**config.mk**
```make
export PLATFORM = sky130hd
export DESIGN_NAME = serial_master_control
export DESIGN_NICKNAME = d
export VERILOG_FILES = /design/src/core/serial_master_pkg.sv /design/src/core/serial_master_control.sv
export SDC_FILE = /design/constraint.sdc
export NUM_CORES = 1
export LEC_CHECK = 0
export ABC_AREA = 0
export BUFFER_PORTS_ARGS = -buffer_cell sky130_fd_sc_hd__buf_2
export CORE_UTILIZATION = 40
export DETAILED_ROUTE_END_ITERATION = 16
export GPL_TIMING_DRIVEN = 0
export HOLD_SLACK_MARGIN = 0.12
export SKIP_CTS_REPAIR_TIMING = 1
export SYNTH_ARGS = -nofsm -noshare
export SYNTH_HDL_FRONTEND = slang
export SYNTH_SLANG_ARGS = --single-unit
export TNS_END_PERCENT = 30
```
**constraint.sdc**
```tcl
create_clock -name clk -period 6.9 [get_ports clk]
set_clock_uncertainty 0.2 [all_clocks]
set_input_delay 0.69 -clock clk [delete_from_list [all_inputs] [get_ports clk]]
set_output_delay 0.69 -clock clk [all_outputs]
set_load 0.1 [all_outputs]
```
**src/core/serial_master_pkg.sv**
```systemverilog
`default_nettype none
package serial_master_pkg;
	// register byte addresses, each one aligned word
	localparam logic [31:0] ADDR_SHIFT_DATA = 32'h8000_00d0;
	localparam logic [31:0] ADDR_CONTROL    = 32'h8000_00d4;
	localparam logic [31:0] ADDR_DIVIDER    = 32'h8000_00d8;
	localparam logic [31:0] ADDR_SELECT     = 32'h8000_00dc;

	// transfer_control field positions
	localparam int CTRL_LOOPBACK = 11;
	localparam int CTRL_SCLK_INV = 10;
	localparam int CTRL_IRQ_EN   = 9;
	localparam int CTRL_LSB      = 8;
	localparam int CTRL_LEN_HI   = 7;
	localparam int CTRL_LEN_LO   = 3;
	localparam int CTRL_TX_FALL  = 2;
	localparam int CTRL_RX_FALL  = 1;
	localparam int CTRL_LAUNCH   = 0;
	localparam int CTRL_WIDTH    = 12;
	localparam int SELECT_WIDTH  = 2;

	// reset values
	localparam logic [11:0] CTRL_RESET    = 12'h000;
	localparam logic [15:0] DIVIDER_RESET = 16'h0000;
	localparam logic [31:0] DATA_RESET    = 32'h0000_0000;
	localparam logic [1:0]  SELECT_RESET  = 2'h0;

	// ahb-lite encodings
	localparam logic [1:0] HTRANS_NONSEQ = 2'h2;
	localparam logic [2:0] HSIZE_WORD    = 3'h2;
	localparam logic       HRESP_OKAY    = 1'h0;

	typedef enum logic [1:0] {
		ST_IDLE = 2'b00,
		ST_RUN  = 2'b01
	} xfer_state_t;
endpackage : serial_master_pkg
`default_nettype wire

```
**src/core/serial_master_control.sv**
```systemverilog
// Added by the designer: the AHB-Lite interface to the registers.
`default_nettype none
module serial_master_control #(
	parameter int DIV_WIDTH = 16,
	parameter int MAX_BITS  = 32
) (
	// clock and reset
	input  wire logic        clk,
	input  wire logic        reset,
	// ahb-lite slave
	input  wire logic        hsel,
	input  wire logic [31:0] haddr,
	input  wire logic [1:0]  htrans,
	input  wire logic        hwrite,
	input  wire logic [2:0]  hsize,
	input  wire logic [31:0] hwdata,
	input  wire logic        hready,
	output logic             hreadyout,
	output logic             hresp,
	output logic [31:0]      hrdata,
	// serial link
	output logic             sclk,
	output logic             mosi,
	input  wire logic        miso,
	output logic [1:0]       selectN,
	// completion interrupt
	output logic             irq
);
	localparam int CW = $clog2(MAX_BITS + 1);

	// bit position of the n-th bit on the wire within the data word
	function automatic logic [4:0] bitPos(input logic [CW-1:0] count,
		input logic [4:0] lenField, input logic lsbFirst);
		logic [4:0] idx;
		idx = count[4:0];
		if (lsbFirst)
			bitPos = idx;
		else
			bitPos = lenField - idx;
	endfunction : bitPos

	// registers
	localparam int CTRL_WIDTH_L = serial_master_pkg::CTRL_WIDTH;
	logic [31:0]               shiftData;
	logic [CTRL_WIDTH_L-1:0]   control;
	logic [DIV_WIDTH-1:0]      divider;
	logic [1:0]                slaveSel;

	// bus pipeline state
	logic        wrPending;
	logic [31:0] wrAddr;

	// transfer state
	serial_master_pkg::xfer_state_t state;
	logic [31:0]          txWord;
	logic [DIV_WIDTH-1:0] divCount;
	logic                 phase;
	logic [CW:0]          edgeCount;
	logic [CW-1:0]        txCount;
	logic [CW-1:0]        rxCount;

	// control field views
	wire       loopback = control[serial_master_pkg::CTRL_LOOPBACK];
	wire       sclkInv  = control[serial_master_pkg::CTRL_SCLK_INV];
	wire       irqEn    = control[serial_master_pkg::CTRL_IRQ_EN];
	wire       lsbFirst = control[serial_master_pkg::CTRL_LSB];
	wire [4:0] lenField = control[serial_master_pkg::CTRL_LEN_HI:
		serial_master_pkg::CTRL_LEN_LO];
	wire       txFall   = control[serial_master_pkg::CTRL_TX_FALL];
	wire       rxFall   = control[serial_master_pkg::CTRL_RX_FALL];
	wire       launch   = control[serial_master_pkg::CTRL_LAUNCH];

	// address phase decode
	wire addrPhase = hsel & hready & htrans[1];
	wire rdAccess  = addrPhase & ~hwrite;
	wire wrAccess  = addrPhase & hwrite;

	// write decode on the latched data-phase address
	wire wrData = wrPending & (wrAddr == serial_master_pkg::ADDR_SHIFT_DATA);
	wire wrCtrl = wrPending & (wrAddr == serial_master_pkg::ADDR_CONTROL);
	wire wrDiv  = wrPending & (wrAddr == serial_master_pkg::ADDR_DIVIDER);
	wire wrSel  = wrPending & (wrAddr == serial_master_pkg::ADDR_SELECT);

	// read mux, unmapped and write-only locations read zero
	logic [31:0] readValue;
	always_comb begin
		if (haddr == serial_master_pkg::ADDR_SHIFT_DATA)
			readValue = shiftData;
		else if (haddr == serial_master_pkg::ADDR_CONTROL)
			readValue = {{(32-CTRL_WIDTH_L){1'b0}}, control};
		else if (haddr == serial_master_pkg::ADDR_DIVIDER)
			readValue = {{(32-DIV_WIDTH){1'b0}}, divider};
		else
			readValue = 32'h0000_0000;
	end

	// transfer timing: one edge per expired half period
	wire        running   = (state == serial_master_pkg::ST_RUN);
	wire        halfDone  = running & (divCount == '0);
	wire        riseEdge  = halfDone & ~phase;
	wire        fallEdge  = halfDone & phase;
	wire [CW:0] edgeTotal = {CW'(lenField) + CW'(1), 1'b0};
	wire        lastEdge  = halfDone & (edgeCount + 1'b1 == edgeTotal[CW:0]);
	wire        startXfer = ~running & wrCtrl &
		hwdata[serial_master_pkg::CTRL_LAUNCH];
	wire [CW-1:0] nBits   = CW'(lenField) + CW'(1);

	// edge selection for shifting out and sampling in
	wire txEdge  = txFall ? fallEdge : riseEdge;
	wire rxEdge  = rxFall ? fallEdge : riseEdge;
	wire txMore  = txCount < nBits;
	wire rxMore  = rxCount < nBits;
	wire rxBit   = loopback ? ~mosi : miso;
	wire [4:0] txPos = bitPos(txCount, lenField, lsbFirst);
	wire [4:0] rxPos = bitPos(rxCount, lenField, lsbFirst);

	// completion, fires with the last clock edge
	wire xferDone = running & lastEdge;

	// next clock phase, held low while idle
	wire next_phase = running ? (phase ^ halfDone) : 1'b0;

	// bus response, zero wait states, read data registered in address phase
	always_ff @(posedge clk) begin
		if (reset) begin
			hreadyout <= 1'b1;
			hresp     <= serial_master_pkg::HRESP_OKAY;
			hrdata    <= 32'h0000_0000;
		end else begin
			hreadyout <= 1'b1;
			hresp     <= serial_master_pkg::HRESP_OKAY;
			if (rdAccess)
				hrdata <= readValue;
		end
	end

	// latch write address until its data phase
	always_ff @(posedge clk) begin
		if (reset) begin
			wrPending <= 1'b0;
			wrAddr    <= 32'h0000_0000;
		end else begin
			wrPending <= wrAccess;
			if (wrAccess)
				wrAddr <= haddr;
		end
	end

	// control register; launch self-clears when the sequence ends
	always_ff @(posedge clk) begin
		if (reset)
			control <= serial_master_pkg::CTRL_RESET;
		else if (xferDone)
			control[serial_master_pkg::CTRL_LAUNCH] <= 1'b0;
		else if (wrCtrl)
			control <= hwdata[CTRL_WIDTH_L-1:0];
	end

	// divider and slave select registers
	always_ff @(posedge clk) begin
		if (reset) begin
			divider  <= serial_master_pkg::DIVIDER_RESET;
			slaveSel <= serial_master_pkg::SELECT_RESET;
		end else begin
			if (wrDiv)
				divider <= hwdata[DIV_WIDTH-1:0];
			if (wrSel)
				slaveSel <= hwdata[1:0];
		end
	end

	// data register: software load while idle, received bits while running;
	// a write mid-transfer is dropped so the capture is not corrupted
	always_ff @(posedge clk) begin
		if (reset)
			shiftData <= serial_master_pkg::DATA_RESET;
		else if (running) begin
			if (rxEdge & rxMore)
				shiftData[rxPos] <= rxBit;
		end else if (wrData)
			shiftData <= hwdata;
	end

	// state machine
	always_ff @(posedge clk) begin
		if (reset)
			state <= serial_master_pkg::ST_IDLE;
		else begin
			case (state)
				serial_master_pkg::ST_IDLE: begin
					if (startXfer)
						state <= serial_master_pkg::ST_RUN;
				end
				serial_master_pkg::ST_RUN: begin
					if (lastEdge)
						state <= serial_master_pkg::ST_IDLE;
				end
				default: state <= serial_master_pkg::ST_IDLE;
			endcase
		end
	end

	// prescaler: reload on launch and at each half period
	always_ff @(posedge clk) begin
		if (reset)
			divCount <= '0;
		else if (startXfer | halfDone)
			divCount <= divider;
		else if (running)
			divCount <= divCount - 1'b1;
	end

	// internal clock phase and edge counter
	always_ff @(posedge clk) begin
		if (reset) begin
			phase     <= 1'b0;
			edgeCount <= '0;
		end else begin
			phase <= next_phase;
			if (startXfer)
				edgeCount <= '0;
			else if (halfDone)
				edgeCount <= edgeCount + 1'b1;
		end
	end

	// transmit word captured at launch so received bits can overwrite
	always_ff @(posedge clk) begin
		if (reset)
			txWord <= 32'h0000_0000;
		else if (startXfer)
			txWord <= shiftData;
	end

	// serial data out; falling-edge transmit puts the first bit out at launch
	always_ff @(posedge clk) begin
		if (reset) begin
			mosi    <= 1'b0;
			txCount <= '0;
		end else if (startXfer) begin
			if (hwdata[serial_master_pkg::CTRL_TX_FALL]) begin
				mosi    <= shiftData[bitPos('0,
					hwdata[serial_master_pkg::CTRL_LEN_HI:
					serial_master_pkg::CTRL_LEN_LO],
					hwdata[serial_master_pkg::CTRL_LSB])];
				txCount <= CW'(1);
			end else
				txCount <= '0;
		end else if (txEdge & txMore) begin
			mosi    <= txWord[txPos];
			txCount <= txCount + 1'b1;
		end
	end

	// receive counter
	always_ff @(posedge clk) begin
		if (reset)
			rxCount <= '0;
		else if (startXfer)
			rxCount <= '0;
		else if (rxEdge & rxMore)
			rxCount <= rxCount + 1'b1;
	end

	// pins: clock polarity applied at the pin, selects active low
	always_ff @(posedge clk) begin
		if (reset) begin
			sclk    <= 1'b0;
			selectN <= 2'h3;
		end else begin
			sclk    <= next_phase ^ sclkInv;
			selectN <= ~slaveSel;
		end
	end

	// interrupt: completion sets, any access clears, set wins
	always_ff @(posedge clk) begin
		if (reset)
			irq <= 1'b0;
		else if (xferDone & irqEn)
			irq <= 1'b1;
		else if (addrPhase)
			irq <= 1'b0;
	end
endmodule : serial_master_control
`default_nettype wire

```
; ---- Word level (Yosys, flattened, before mapping)
; Cells that the tools add are included.
[classes]
order_cmp = 6
n_div = 0
shift = 0
reduce_logical = 13
multipliers = 0
add_sub_neg = 7
bitwise = 27
n_mux = 36
eq_ne = 13
[op_table]
columns = cell, n
row1 = $eq A32 B32 Y1 const B, 7
row2 = $mux W32, 4
row3 = $mux W16, 4
row4 = $bwmux W32, 1
row5 = $mux W5, 6
row6 = $and A1 B1 Y1, 18
row7 = $lt A5 B6 Y1 const B, 3
row8 = $logic_not A16 Y1, 1
row9 = $sub A16 B1 Y16 const B, 1
row10 = $mux W1, 13
row11 = $add A6 B1 Y6 const B, 2
row12 = $lt A6 B6 Y1, 2
row13 = $mux W6, 2
row14 = $bmux W1 S5, 2
row15 = $sub A5 B5 Y5, 2
row16 = $reduce_and A2 Y1, 4
row17 = $reduce_bool A2 Y1, 4
row18 = $add A7 B1 Y7 const B, 1
row19 = $eq A7 B7 Y1, 1
row20 = $add A5 B1 Y6 const B, 1
row21 = $demux W1 S5, 1
row22 = $ge A5 B1 Y1 const B, 1
row23 = $not A1 Y1, 5
row24 = $mux W2, 2
row25 = other kinds (10), 14
[word_totals]
elab_cells = 121
romBits = 0
n_memories = 0
register_bits = 202
mem_bits_rw = 0
latch_bits = 0

; ---- Longest topological paths before layout
; Gate-level depths: netlist (run 1).
[logic_depth]
word_depth = 10
ltp_mapped = 15
ltp_nobuf = 14

; ---- Worst setup path before layout (run 1)
; OpenSTA, ideal clock, no wires.
[synth_timing]
kind = reg2reg
startpoint = register divCount[0]
endpoint = register shiftData[26]
stages_incl_launch_ff = 16
arrival_ns = 3.056
slack_ns = 3.559
n_path_buf = 1
required_time_ns = 6.614
cell_sequence = dfxtp_1 -> inv_1 -> ha_1 -> nor3b_1 -> nand4_1 -> nand2b_1 -> buf_6 -> clkinv_1 -> ha_1 -> mux2i_1 -> nor2_1 -> nand2_1 -> or2_2 -> nor4_1 -> mux2_2 -> a211oi_1
[synth_via]
elab_chain_cells = 7
word_cells_on_any_way = 8
classes_between = 1 x eq/ne / 1 x mux / 4 x bitwise / 2 x reduce/logical
[synth_rtl]
columns = item, line_no
row1 = from (decl), serial_master_control.sv:56  ; logic [DIV_WIDTH-1:0] divCount;
row2 = from (signal assigned), serial_master_control.sv:208  ; divCount <= divider;
row3 = from (signal assigned), serial_master_control.sv:210  ; divCount <= divCount - 1'b1;
row4 = $logic_not A16 Y1 *, serial_master_control.sv:99  ; wire halfDone = running & (divCount == '0);
row5 = $and A1 B1 Y1 *, serial_master_control.sv:99
row6 = $and A1 B1 Y1 (on tied branches), "serial_master_control.sv:100, serial_master_control.sv:101"
row7 = $mux W1 *, serial_master_control.sv:110  ; wire rxEdge = rxFall ? fallEdge : riseEdge;
row8 = $and A1 B1 Y1 *, serial_master_control.sv:178  ; if (rxEdge & rxMore)
row9 = $ne A2 B1 Y1 (no source line) *, --
row10 = $reduce_and A2 Y1 (no source line) *, --
row11 = to (signal assigned), serial_master_control.sv:176  ; shiftData <= serial_master_pkg::DATA_RESET;
row12 = "to (signal, indexed assignment)", serial_master_control.sv:179  ; shiftData[rxPos] <= rxBit;
row13 = to (signal assigned), serial_master_control.sv:181  ; shiftData <= hwdata;
row14 = to (decl), serial_master_control.sv:44  ; logic [31:0] shiftData;
; Every way passes the cells marked *; elsewhere a longest branch is shown, timed or not.
; A chain may end at the register's enable or synchronous reset.

; ---- Worst setup path after layout (run 1)
[layout_timing]
startpoint = register divCount[7]
endpoint = register shiftData[26]
; The elaborated chain is that of the path after synthesis.

==> metrics, run 1 <==
die height=about 160 um; CTS Buf Count=23; Area growth syn-to-layout=16.5%; CTS Root Cell=clkbuf_16; CTS max path bufs=3; VDD IR-drop max=0.144 mV; GRT Overall Usage=27.4%; final setup fails=0; Placed Instance Area=0.0115 mm2; Unique masters post-synth=~70; commonest non-fill, non-tap cell in the layout=nand2_1; worst hold path class=reg -> reg; number of inserted diodes=0; Worst Path Max Fanout=10; Crit path top cell by count=nor4_1; GR Overflow Total=0; I/O pins=114; synth top area cells=dfxtp_1 (38%), nand2_1 (7.5%), mux2i_1 (6.5%); Worst path max stage delay=0.57 ns; Final Max Tran Viols=0; nets=~1.5k; commonest non-fill, non-tap cells in the layout=nand2_1 (209), dfxtp_1 (201), nor2_1 (154), buf_2 (110), a21oi_1 (107); critical path required time=7.15 ns; unrepaired setup endpoints after global routing=no; largest area contributor in the netlist=dfxtp_1; Post-synth ARST share=0%; DIE AREA=between 0.02 and 0.03 mm2; clock sink count=about 200; share of post-route cells with drive strength above 1=between 10% and 20%; critical path's slowest cell=nor4_1; fillcell total=around 2.6k; fmax=approximately 230 MHz; initial core utilization=40.6%; Net Count, Synth=~1.4k; CP Class=reg -> reg; Util after Layout=a little under half; crit end category=register; core area=0.0259 mm2; Leak=around 4.4 nW; MaxCap Viol Count=0; vias in the first global route=between 9k and 10k; Via density=between 5 and 6; CP Cell Sequence=nor4_1, nand4_1, nand2b_1, buf_6, clkinv_1, ha_1, mux2i_1, nor2_1, nand2_1, or2_2, nor4_1, mux2_2, a211oi_1; Syn Area/Cell=just over 8 um2; TritonCTS clock tree=done; top_reg_cell synth=dfxtp_1; Tot Pwr=between 2 and 3 mW; row cnt=59; clk_lat worst skew=0.53 ns; 1st-iter DRT viols=between 900 and 1k; post-route cell area=0.0123 mm2; Worst-Margin Slew=1.27 ns; vias=10.4k; post-route ant nets=0; Slew HR=14.5%; Worst-path clk slew=0.06 ns; endpoints failing hold=0; initial antenna violation count=0; Post-synth EDFFs=0; Power Dens Cells=211 mW/mm2; 1st-pass router iterations=6; Seq/Total Area, Yosys=a little under two fifths; Port Buffers=a little over 100; Tcrit/Tclk final=62.6%; setup TNS=0 ns; Cell Area, Synth=about 0.011 mm2; RePlAce Congestion=around 1.0; top cell type's share of synthesized area=between 30% and 40%; flops & latches, synth=~200; Routed WL=~37,000 um; pin count of the biggest net entering global routing=14; status=finished clean; yosys warns=0; routed length per instance=21.1 um; fin crit period=~4.3 ns; post-synthesis cell count=~1.3k; CP startpoint kind=register; Chip Width=164 um; H-tree levels=1; HPWL Detailed=~28,000 um; CP arrival=between 4 and 5 ns; first-pass GRT wire length=between 50,000 and 60,000 um; DRC=0
-- power by group --
group          internal (mW)  leakage (nW)  switching (mW)  total (mW)
registers               1.16          1.62         0.00214        1.17
logic                 0.0350          2.37          0.0816       0.117
clock network          0.787         0.404           0.516        1.30
total                   1.99          4.40           0.600        2.59
-- registers in the layout, indices dropped and copies added (netlist names) --
register   cells
control       12
divCount      16
divider       16
edgeCount      7
hrdata        32
irq            1
mosi           1
phase          1
rxCount        6
sclk           1
selectN        2
shiftData     32
slaveSel       2
state          1
txCount        6
txWord        32
wrAddr        32
wrPending      1
-- layout make-up --
type                    count  area, um2  area share [%]
flip-flops and latches    201       4020            32.8
multi-input cells         984       6030            49.2
clock inverters             7        104           0.846
clock buffers              34        707            5.76
inverters                  28        105           0.857
well taps                 335        419            3.42
plain buffers              89        367            2.99
repair buffers            102        510            4.16
-- routing by layer --
metal,up-vias,GRT usage [%],part of all wire [%]
met3,107,4.62,8.4
met5,-,0,0
met4,0,12.5,4.6
li1,4925,-,-
met1,4941,37.4,44
met2,461,42.2,43
-- path summary, 6_finish.rpt --
path         slack [ns]  cells after the start                         end                      from
max                2.58                     13  shiftData[26]$_SDFFE_PP0P_  divCount[7]$_SDFFE_PP0P_
min                0.20                      1       selectN[1]$_SDFF_PP1_  slaveSel[1]$_SDFFE_PP0P_
max reg2reg        2.58                     13  shiftData[26]$_SDFFE_PP0P_  divCount[7]$_SDFFE_PP0P_
min reg2reg        0.20                      1       selectN[1]$_SDFF_PP1_  slaveSel[1]$_SDFFE_PP0P_
-- metrics by stage --
| step | setup WS [ns] | std cells | hold WS, ns |
|---|---|---|---|
| 2_1_floorplan | 3.56 | 1302 | 0.170 |
| 3_3_place_gp | 2.67 | 1739 | 0.186 |
| 3_5_place_dp | 2.66 | 1739 | 0.186 |
| 4_1_cts | 2.66 | 1780 | 0.202 |
| 5_1_grt | 2.36 | 1780 | 0.208 |
| 6_report | 2.58 | 1780 | 0.199 |
-- cells in the mapped netlist, types with 7 or more instances --
cell and n:
xor2_1 8, nor2b_1 18, or2_2 7, dfxtp_1 201, clkbuf_1 76, o211ai_1 7, a211oi_1 25, a21o_1 7
nand2b_1 15, nor4_1 26, mux2i_1 68, nor3_1 32, inv_1 26, nand4_1 13, ha_1 23, a311oi_1 18
nand3_1 29, a21oi_1 107, xnor2_1 26, buf_2 8, o41ai_1 11, a221oi_1 12, o21ai_0 28, nand2_1 209
nor2_1 154, a22oi_1 40
-- critical path: cells and delay by family, from the launching register on --
family          cells  cell delay [ns]
simple gates        7             2.39
mux                 2             0.50
buf+inv             2             0.37
flops               1             0.34
fa+ha+maj           1             0.23
compound gates      1             0.19
-- cells by family (layout without fill, tap and decap cells) --
family	after synthesis	in the layout	share of synthesized area (%)
adders and majority gates	25	25	3.11
and+or+nand+nor	543	543	23.6
buffers and inverters	117	260	4.48
xor gates and xnor gates	36	36	3.27
muxes	79	79	8.18
other	2	2	0.0713
DFF	201	201	38.2
AOI/OAI and AO/OA	299	299	19.1
(Power assumes the default switching activity.)
==> inputs of run 2 (changes only) <==
--- a/config.mk
+++ b/config.mk
@@ -5,7 +5,7 @@
 export SDC_FILE = /design/constraint.sdc
 export NUM_CORES = 1
 export LEC_CHECK = 0
-export ABC_AREA = 0
+export ABC_AREA = 1
 export BUFFER_PORTS_ARGS = -buffer_cell sky130_fd_sc_hd__buf_2
 export CORE_UTILIZATION = 40
 export DETAILED_ROUTE_END_ITERATION = 16
==> constraint.sdc (replaced) <==
create_clock -name clk -period 3.78 [get_ports clk]
set_clock_uncertainty 0.2 [all_clocks]
set_input_delay 0.378 -clock clk [delete_from_list [all_inputs] [get_ports clk]]
set_output_delay 0.378 -clock clk [all_outputs]
set_load 0.1 [all_outputs]
==> run 2 against run 1 <==
Net effect: worst hold slack worse by 0.16 ns; critical path depth up 2; clock-buffer cell count did not move; worst setup slack got worse by 2.2 ns; maximum frequency is 28% higher; register-to-register slack got worse by 2.2 ns; sequential share of layout area decreased by 4.0 points; sequential power increased by 83%; synthesized cell count up 38%; non-clock buffer count increased by 71; first-iteration DRC count shrank 0.84%; global-route usage decreased by 0.41 points; highest routed layer unchanged.
==> metrics, run 2 <==
status=finished clean (unchanged); DIE AREA=0.0295 mm2 (was 0.0270 mm2); Cell Area, Synth=0.0115 mm2 (was 0.0105 mm2); HPWL Detailed=31,300 um (was 28,200 um); CP startpoint kind=register (unchanged); Worst-Margin Slew=0.967 ns (was 1.27 ns); row cnt=61 (was 59); Via density=5.23 (was 5.86); final std cells w/o fill=2,387 (was 1,780); Tcrit/Tclk final=89.3% (was 62.6%); critical path required time=4.01 ns (was 7.15 ns); Slew HR=35.5% (was 14.5%); Leak=6.19 nW (was 4.40 nW); post-route cell area=0.0140 mm2 (was 0.0123 mm2); 1st-iter DRT viols=939 (was 947); CP arrival=3.61 ns (was 4.57 ns); Seq/Total Area, Yosys=34.9% (was 38.2%); 1st-pass router iterations=6 (unchanged); Clock power frac=48.1% (was 50.4%); first-pass GRT wire length=60,900 um (was 55,800 um); clock sink count=201 (unchanged); sw frac=24.8% (was 23.2%); R2R setup slack=0.40 ns (was 2.58 ns); Met3 Routed Length=2550 um (was 3130 um); top_reg_cell synth=dfxtp_1 (unchanged); fmax=296 MHz (was 231 MHz); Int Pwr=3.59 mW (was 1.99 mW); CTS Root Cell=clkbuf_16 (unchanged); post-synthesis cell count=1,795 (was 1,302); I/O pins=114 (unchanged); endpoints failing hold=0 (unchanged); Worst Path Max Fanout=10 (unchanged); Worst R2R Path Depth=15 (was 13); crit end category=register (unchanged); TritonCTS clock tree=done (unchanged); CTS Buf Count=24 (was 23); Post-synth ARST share=0% (unchanged); DRC=0 (unchanged); Final Max Tran Viols=0 (unchanged); pin count of the biggest net entering global routing=13 (was 14); share of post-route cells with drive strength above 1=11.0% (was 12.3%); initial core utilization=41.1% (was 40.6%); min-delay src=hwdata[21] (was slaveSel[1]$_SDFFE_PP0P_); CP Class=reg -> reg (unchanged); number of inserted diodes=0 (unchanged); CTS max path bufs=3 (unchanged); Worst-path clk slew=0.07 ns (was 0.06 ns); die height=172 um (was 164 um); R2R Path Start=divCount[0]$_SDFFE_PP0P_ (was divCount[7]$_SDFFE_PP0P_); WL met2=18,500 um (was 16,300 um); vias in the first global route=11.1k (was 9,328); routed length per instance=17.2 um (was 21.1 um); Unique masters post-synth=40 (was 71); Top Metal Used=met4 (unchanged); commonest non-fill, non-tap cell in the layout=nand2_1 (unchanged); yosys warns=0 (unchanged); Placed Instance Area=0.0125 mm2 (was 0.0115 mm2); GR Overflow Total=0 (unchanged); Power Dens Cells=342 mW/mm2 (was 211 mW/mm2); RePlAce Congestion=0.891 (was 1.01); MaxCap Viol Count=0 (unchanged); largest area contributor in the netlist=dfxtp_1 (unchanged); DP Cell Count=2,278 (was 1,739); Post-synth EDFFs=0 (unchanged); synth cell count leaders=nand2_1 (455), nor2_1 (213), nand3_1 (203), dfxtp_1 (201), inv_1 (181) (was nand2_1 (209), dfxtp_1 (201), nor2_1 (154), a21oi_1 (107), clkbuf_1 (76)); final setup fails=0 (unchanged); Tot Pwr=4.77 mW (was 2.59 mW); Sequential Power Share=44.9% (was 45.1%); top cell type's share of synthesized area=34.9% (was 38.2%); most frequent cell after synthesis=nand2_1 (unchanged); Routed WL=41,000 um (was 37,500 um); Syn Area/Cell=6.43 um2 (was 8.09 um2); H-tree levels=1 (unchanged); core area=0.0281 mm2 (was 0.0259 mm2); clk_lat worst skew=0.54 ns (was 0.53 ns); Area growth syn-to-layout=21.1% (was 16.5%); post-route ant nets=0 (unchanged); Comb pwr share=7.0% (was 4.5%); GRT Overall Usage=27.0% (was 27.4%); nets=2,092 (was 1,529); worst hold path class=in -> reg (was reg -> reg); synth top area cells=dfxtp_1 (35%), nand2_1 (15%), nand3_1 (8.8%) (was dfxtp_1 (38%), nand2_1 (7.5%), mux2i_1 (6.5%)); commonest non-fill, non-tap cells in the layout=nand2_1 (455), nor2_1 (213), nand3_1 (203), dfxtp_1 (201), inv_1 (181) (was nand2_1 (209), dfxtp_1 (201), nor2_1 (154), buf_2 (110), a21oi_1 (107)); Hold EP=shiftData[21]$_SDFFE_PP0P_ (was selectN[1]$_SDFF_PP1_); vias=12.5k (was 10.4k); Worst R2R End=shiftData[7]$_SDFFE_PP0P_ (was shiftData[26]$_SDFFE_PP0P_); Port Buffers=105 (was 102); Net Count, Synth=1,895 (was 1,402); initial antenna violation count=0 (unchanged); fin crit period=3.38 ns (was 4.32 ns); setup TNS=0 ns (unchanged); flops & latches, synth=201 (unchanged); hold depth=5 (was 1); VDD IR-drop max=0.377 mV (was 0.144 mV); unrepaired setup endpoints after global routing=no (unchanged); routed length on met1=18,500 um (was 16,300 um); Chip Width=172 um (was 164 um); Net Sw Power=1.18 mW (was 0.600 mW)
run 2: kinds of logic (layout without fill, tap and decap cells):
| family | Yosys count | count (layout) | synth area share (%) |
|---|---|---|---|
| buffers and inverters | 279 | 493 | 10.2 |
| xor gates and xnor gates | 26 | 26 | 1.97 |
| DFF | 201 | 201 | 34.9 |
| AOI/OAI and AO/OA | 265 | 265 | 12.1 |
| other | 2 | 2 | 0.0651 |
| and+or+nand+nor | 997 | 997 | 37.9 |
| adders and majority gates | 25 | 25 | 2.84 |
run 2: through the flow:
step	setup WS (ns)	hold WS [ns]	util (%)
floorplan	1.23	0.167	-
CTS	0.443	-0.0914	47.4
finish	0.404	0.0414	49.7
global placement	0.508	0.180	44.6
global route	0.103	0.145	49.7
detailed placement	0.495	0.181	44.6
run 2: metal layers:
metal  up-vias  GRT usage (%)
li1       6283              -
met1      5725           36.4
met2       401           44.4
met3        78           3.27
met4         0           9.39
met5         -              0
run 2: cell type report:
type	instances	area (um2)
clock buffers	34	688
plain buffers	91	470
well taps	378	473
fillers	2948	14100
repair buffers	171	1190
clock inverters	9	83.8
inverters	188	706
multi-input cells	1315	6340
flip-flops and latches	201	4020
run 2: worst max-delay path by stage:
stage | endpoint | cells after the start | slack, ns | start
2_1_floorplan | shiftData[2]$_SDFFE_PP0P_ | 15 | 1.23 | divCount[0]$_SDFFE_PP0P_
3_3_place_gp | shiftData[20]$_SDFFE_PP0P_ | 15 | 0.51 | divCount[0]$_SDFFE_PP0P_
3_5_place_dp | shiftData[20]$_SDFFE_PP0P_ | 15 | 0.49 | divCount[0]$_SDFFE_PP0P_
4_1_cts | shiftData[20]$_SDFFE_PP0P_ | 15 | 0.44 | divCount[0]$_SDFFE_PP0P_
5_1_grt | shiftData[21]$_SDFFE_PP0P_ | 16 | 0.10 | divCount[0]$_SDFFE_PP0P_
6_report | shiftData[7]$_SDFFE_PP0P_ | 15 | 0.40 | divCount[0]$_SDFFE_PP0P_
run 2: worst max-delay path, stage by stage, from the launching register on:
cell and delay [ns]:
dfxtp_1 0.31, inv_1 0.12, ha_1 0.24, inv_1 0.12, nor3_2 0.19, nand4_1 0.12, nor2_2 0.27, ha_1 0.24
nor2_1 0.05, a211oi_1 0.48, nand3_1 0.27, nand2_2 0.21, buf_6 0.17, nand2_1 0.08, nor2_1 0.13, nor2_1 0.06
run 2: power groups by stage:
stage	clock network, mW	logic [mW]	registers, mW
after floorplan	0	0.148	2.20
after CTS	2.33	0.277	2.14
after detailed placement	0	0.275	2.19
after global placement	0	0.274	2.19
after global routing	2.42	0.362	2.14
final	2.30	0.334	2.14
==> inputs of run 3 (changes only) <==
--- a/config.mk
+++ b/config.mk
@@ -5,7 +5,6 @@
 export SDC_FILE = /design/constraint.sdc
 export NUM_CORES = 1
 export LEC_CHECK = 0
-export ABC_AREA = 1
 export BUFFER_PORTS_ARGS = -buffer_cell sky130_fd_sc_hd__buf_2
 export CORE_UTILIZATION = 40
 export DETAILED_ROUTE_END_ITERATION = 16
==> run 3 against run 2 <==
Net effect: final cell count fell by 23%; via count fell by 15%; die area fell by 8.6%; combinational power fell by 21%; highest routed layer unchanged.
==> metrics, run 3 (synthesized netlist as in run 1, its figures left out) <==
status=finished clean (unchanged); Worst-path clk slew=0.06 ns (was 0.07 ns); fin crit period=3.69 ns (was 3.38 ns); 1st-pass router iterations=7 (was 6); Power Dens Cells=365 mW/mm2 (was 342 mW/mm2); Routed WL=38,300 um (was 41,000 um); 1st-iter DRT viols=960 (was 939); vias=10.6k (was 12.5k); Worst-Margin Slew=1.12 ns (was 0.967 ns); row cnt=59 (was 61); fillcell total=2,486 (was 2,948); clk_lat worst skew=0.53 ns (was 0.54 ns); Slew HR=24.4% (was 35.5%); Int Pwr=3.67 mW (was 3.59 mW); commonest non-fill, non-tap cell in the layout=nand2_1 (unchanged); share of post-route cells with drive strength above 1=13.9% (was 11.0%); core area=0.0259 mm2 (was 0.0281 mm2); Sequential Power Share=44.6% (was 44.9%); critical path required time=3.96 ns (was 4.01 ns); final std cells w/o fill=1,844 (was 2,387); WP buf/inv=2 (was 3); final setup fails=0 (unchanged); nets=1,593 (was 2,092); MaxCap Viol Count=0 (unchanged); grt met3 use=4.62% (was 3.27%); sw frac=23.3% (was 24.8%); CTS Buf Count=23 (was 24); CTS max path bufs=3 (unchanged); Tot Pwr=4.78 mW (was 4.77 mW); Net Sw Power=1.11 mW (was 1.18 mW); GR Overflow Total=0 (unchanged); commonest non-fill, non-tap cells in the layout=nand2_1 (208), dfxtp_1 (201), nor2_1 (151), buf_2 (111), a21oi_1 (105) (was nand2_1 (455), nor2_1 (213), nand3_1 (203), dfxtp_1 (201), inv_1 (181)); VDD IR-drop max=0.268 mV (was 0.377 mV); HPWL Detailed=28,200 um (was 31,300 um); DIE AREA=0.0270 mm2 (was 0.0295 mm2); pin count of the biggest net entering global routing=14 (was 13); family with the most delay on the worst path=compound AO/OA/AOI/OAI gates (was simple AND/OR/NAND/NOR gates); DP Cell Count=1,739 (was 2,278); critical path's slowest cell=a311oi_2 (was a211oi_1); Chip Width=164 um (was 172 um); Via density=5.76 (was 5.23); initial antenna violation count=0 (unchanged); Port Buffers=102 (was 105); number of inserted diodes=0 (unchanged); post-route ant nets=0 (unchanged); fmax=271 MHz (was 296 MHz); CP Cell Sequence=inv_2, ha_1, inv_1, fa_1, a21o_1, a2111oi_2, a2111oi_4, a311oi_2, a31oi_1, a221oi_1, a211oi_1 (was inv_1, ha_1, inv_1, nor3_2, nand4_1, nor2_2, ha_1, nor2_1, a211oi_1, nand3_1, nand2_2, buf_6, nand2_1, nor2_1, nor2_1); CP startpoint kind=register (unchanged); I/O pins=114 (unchanged); CP Class=reg -> reg (unchanged); Tcrit/Tclk final=97.7% (was 89.3%); Comb pwr share=5.5% (was 7.0%); Leak=4.73 nW (was 6.19 nW); Clock power frac=49.9% (was 48.1%); initial core utilization=40.6% (was 41.1%); grt met1 use=37.4% (was 36.4%); RePlAce Congestion=1.01 (was 0.891); clock sink count=201 (unchanged); DRC=0 (unchanged); area of the multi-input gates=0.00622 mm2 (was 0.00634 mm2); Area growth syn-to-layout=24.4% (was 21.1%); die height=164 um (was 172 um); grt met2 use=42.2% (was 44.4%); Worst path max stage delay=0.67 ns (was 0.48 ns); GRT Max-Usage Layer=met2 (unchanged); CTS Root Cell=clkbuf_16 (unchanged); vias in the first global route=9,328 (was 11.1k); GRT Overall Usage=27.4% (was 27.0%); routed length per instance=20.8 um (was 17.2 um); H-tree levels=1 (unchanged); TritonCTS clock tree=done (unchanged); endpoints failing hold=0 (unchanged); crit end category=register (unchanged); register area=0.00402 mm2 (unchanged); Worst Path Max Fanout=7 (was 10); CP arrival=3.88 ns (was 3.61 ns); Final Max Tran Viols=0 (unchanged); first-pass GRT wire length=55,800 um (was 60,900 um); worst hold path class=in -> reg (unchanged)
run 3: cell count changes in the layout (fill, tap and decap cells not counted), sizes merged, moves of 29 or more:
cell	delta
inv	-161
buf	-29
nand4	-57
o21ai	-92
nand3	-176
nor2	-71
a22oi	+40
nand2	-249
mux2i	+68
run 3: final timing paths:
check                                               from                    endpoint  slack [ns]  cells after the start
worst min-delay path                              hwrite      wrAddr[0]$_SDFFE_PP0P_        0.09                      5
worst min register to register  slaveSel[1]$_SDFFE_PP0P_       selectN[1]$_SDFF_PP1_        0.20                      1
worst max register to register   control[3]$_SDFFE_PP0P_  shiftData[12]$_SDFFE_PP0P_        0.09                     11
worst max-delay path             control[3]$_SDFFE_PP0P_  shiftData[12]$_SDFFE_PP0P_        0.09                     11
run 3: power by group through the flow:
stage               logic, mW  registers, mW  clock network [mW]
floorplan               0.103           2.18                   0
global placement        0.210           2.18                   0
detailed placement      0.210           2.18                   0
CTS                     0.210           2.13                2.40
global route            0.278           2.13                2.49
finish                  0.263           2.13                2.39
run 3: final cells by class:
type                            instances  area share, %
Multi-Input combinational cell        984           47.5
Sequential cell                       201           30.7
Timing Repair Buffer                  166           8.73
Clock buffer                           34           5.40
Tap cell                              335           3.20
Buffer                                 89           2.84
Inverter                               28          0.831
Clock inverter                          7          0.793
run 3: per-stage QoR:
step | utilization, % | hold WS [ns] | TNS (ns) | setup WS [ns] | area (um2)
after global routing | 50.5 | 0.122 | -0.0449 | -0.0276 | 13100
after detailed placement | 44.2 | 0.186 | -7.89 | -0.457 | 11500
after floorplan | - | 0.170 | 0 | 0.439 | 10500
final | 50.5 | 0.0880 | 0 | 0.0874 | 13100
after global placement | 44.2 | 0.186 | -7.57 | -0.446 | 11500
after CTS | 47.4 | -0.110 | -8.50 | -0.461 | 12300
run 3: layer usage:
| metal | routed length [um] | vias to the layer above |
|---|---|---|
| met4 | 1770 | 0 |
| met3 | 2980 | 109 |
| met5 | 0 | - |
| met1 | 16700 | 4988 |
| met2 | 16900 | 469 |
| li1 | - | 5063 |
run 3: tightest hold or removal path, cell delays in order:
cell and delay [ns]:
buf_2 0.11, inv_1 0.07, nor2_1 0.09, nand2_1 0.08
a21oi_1 0.05
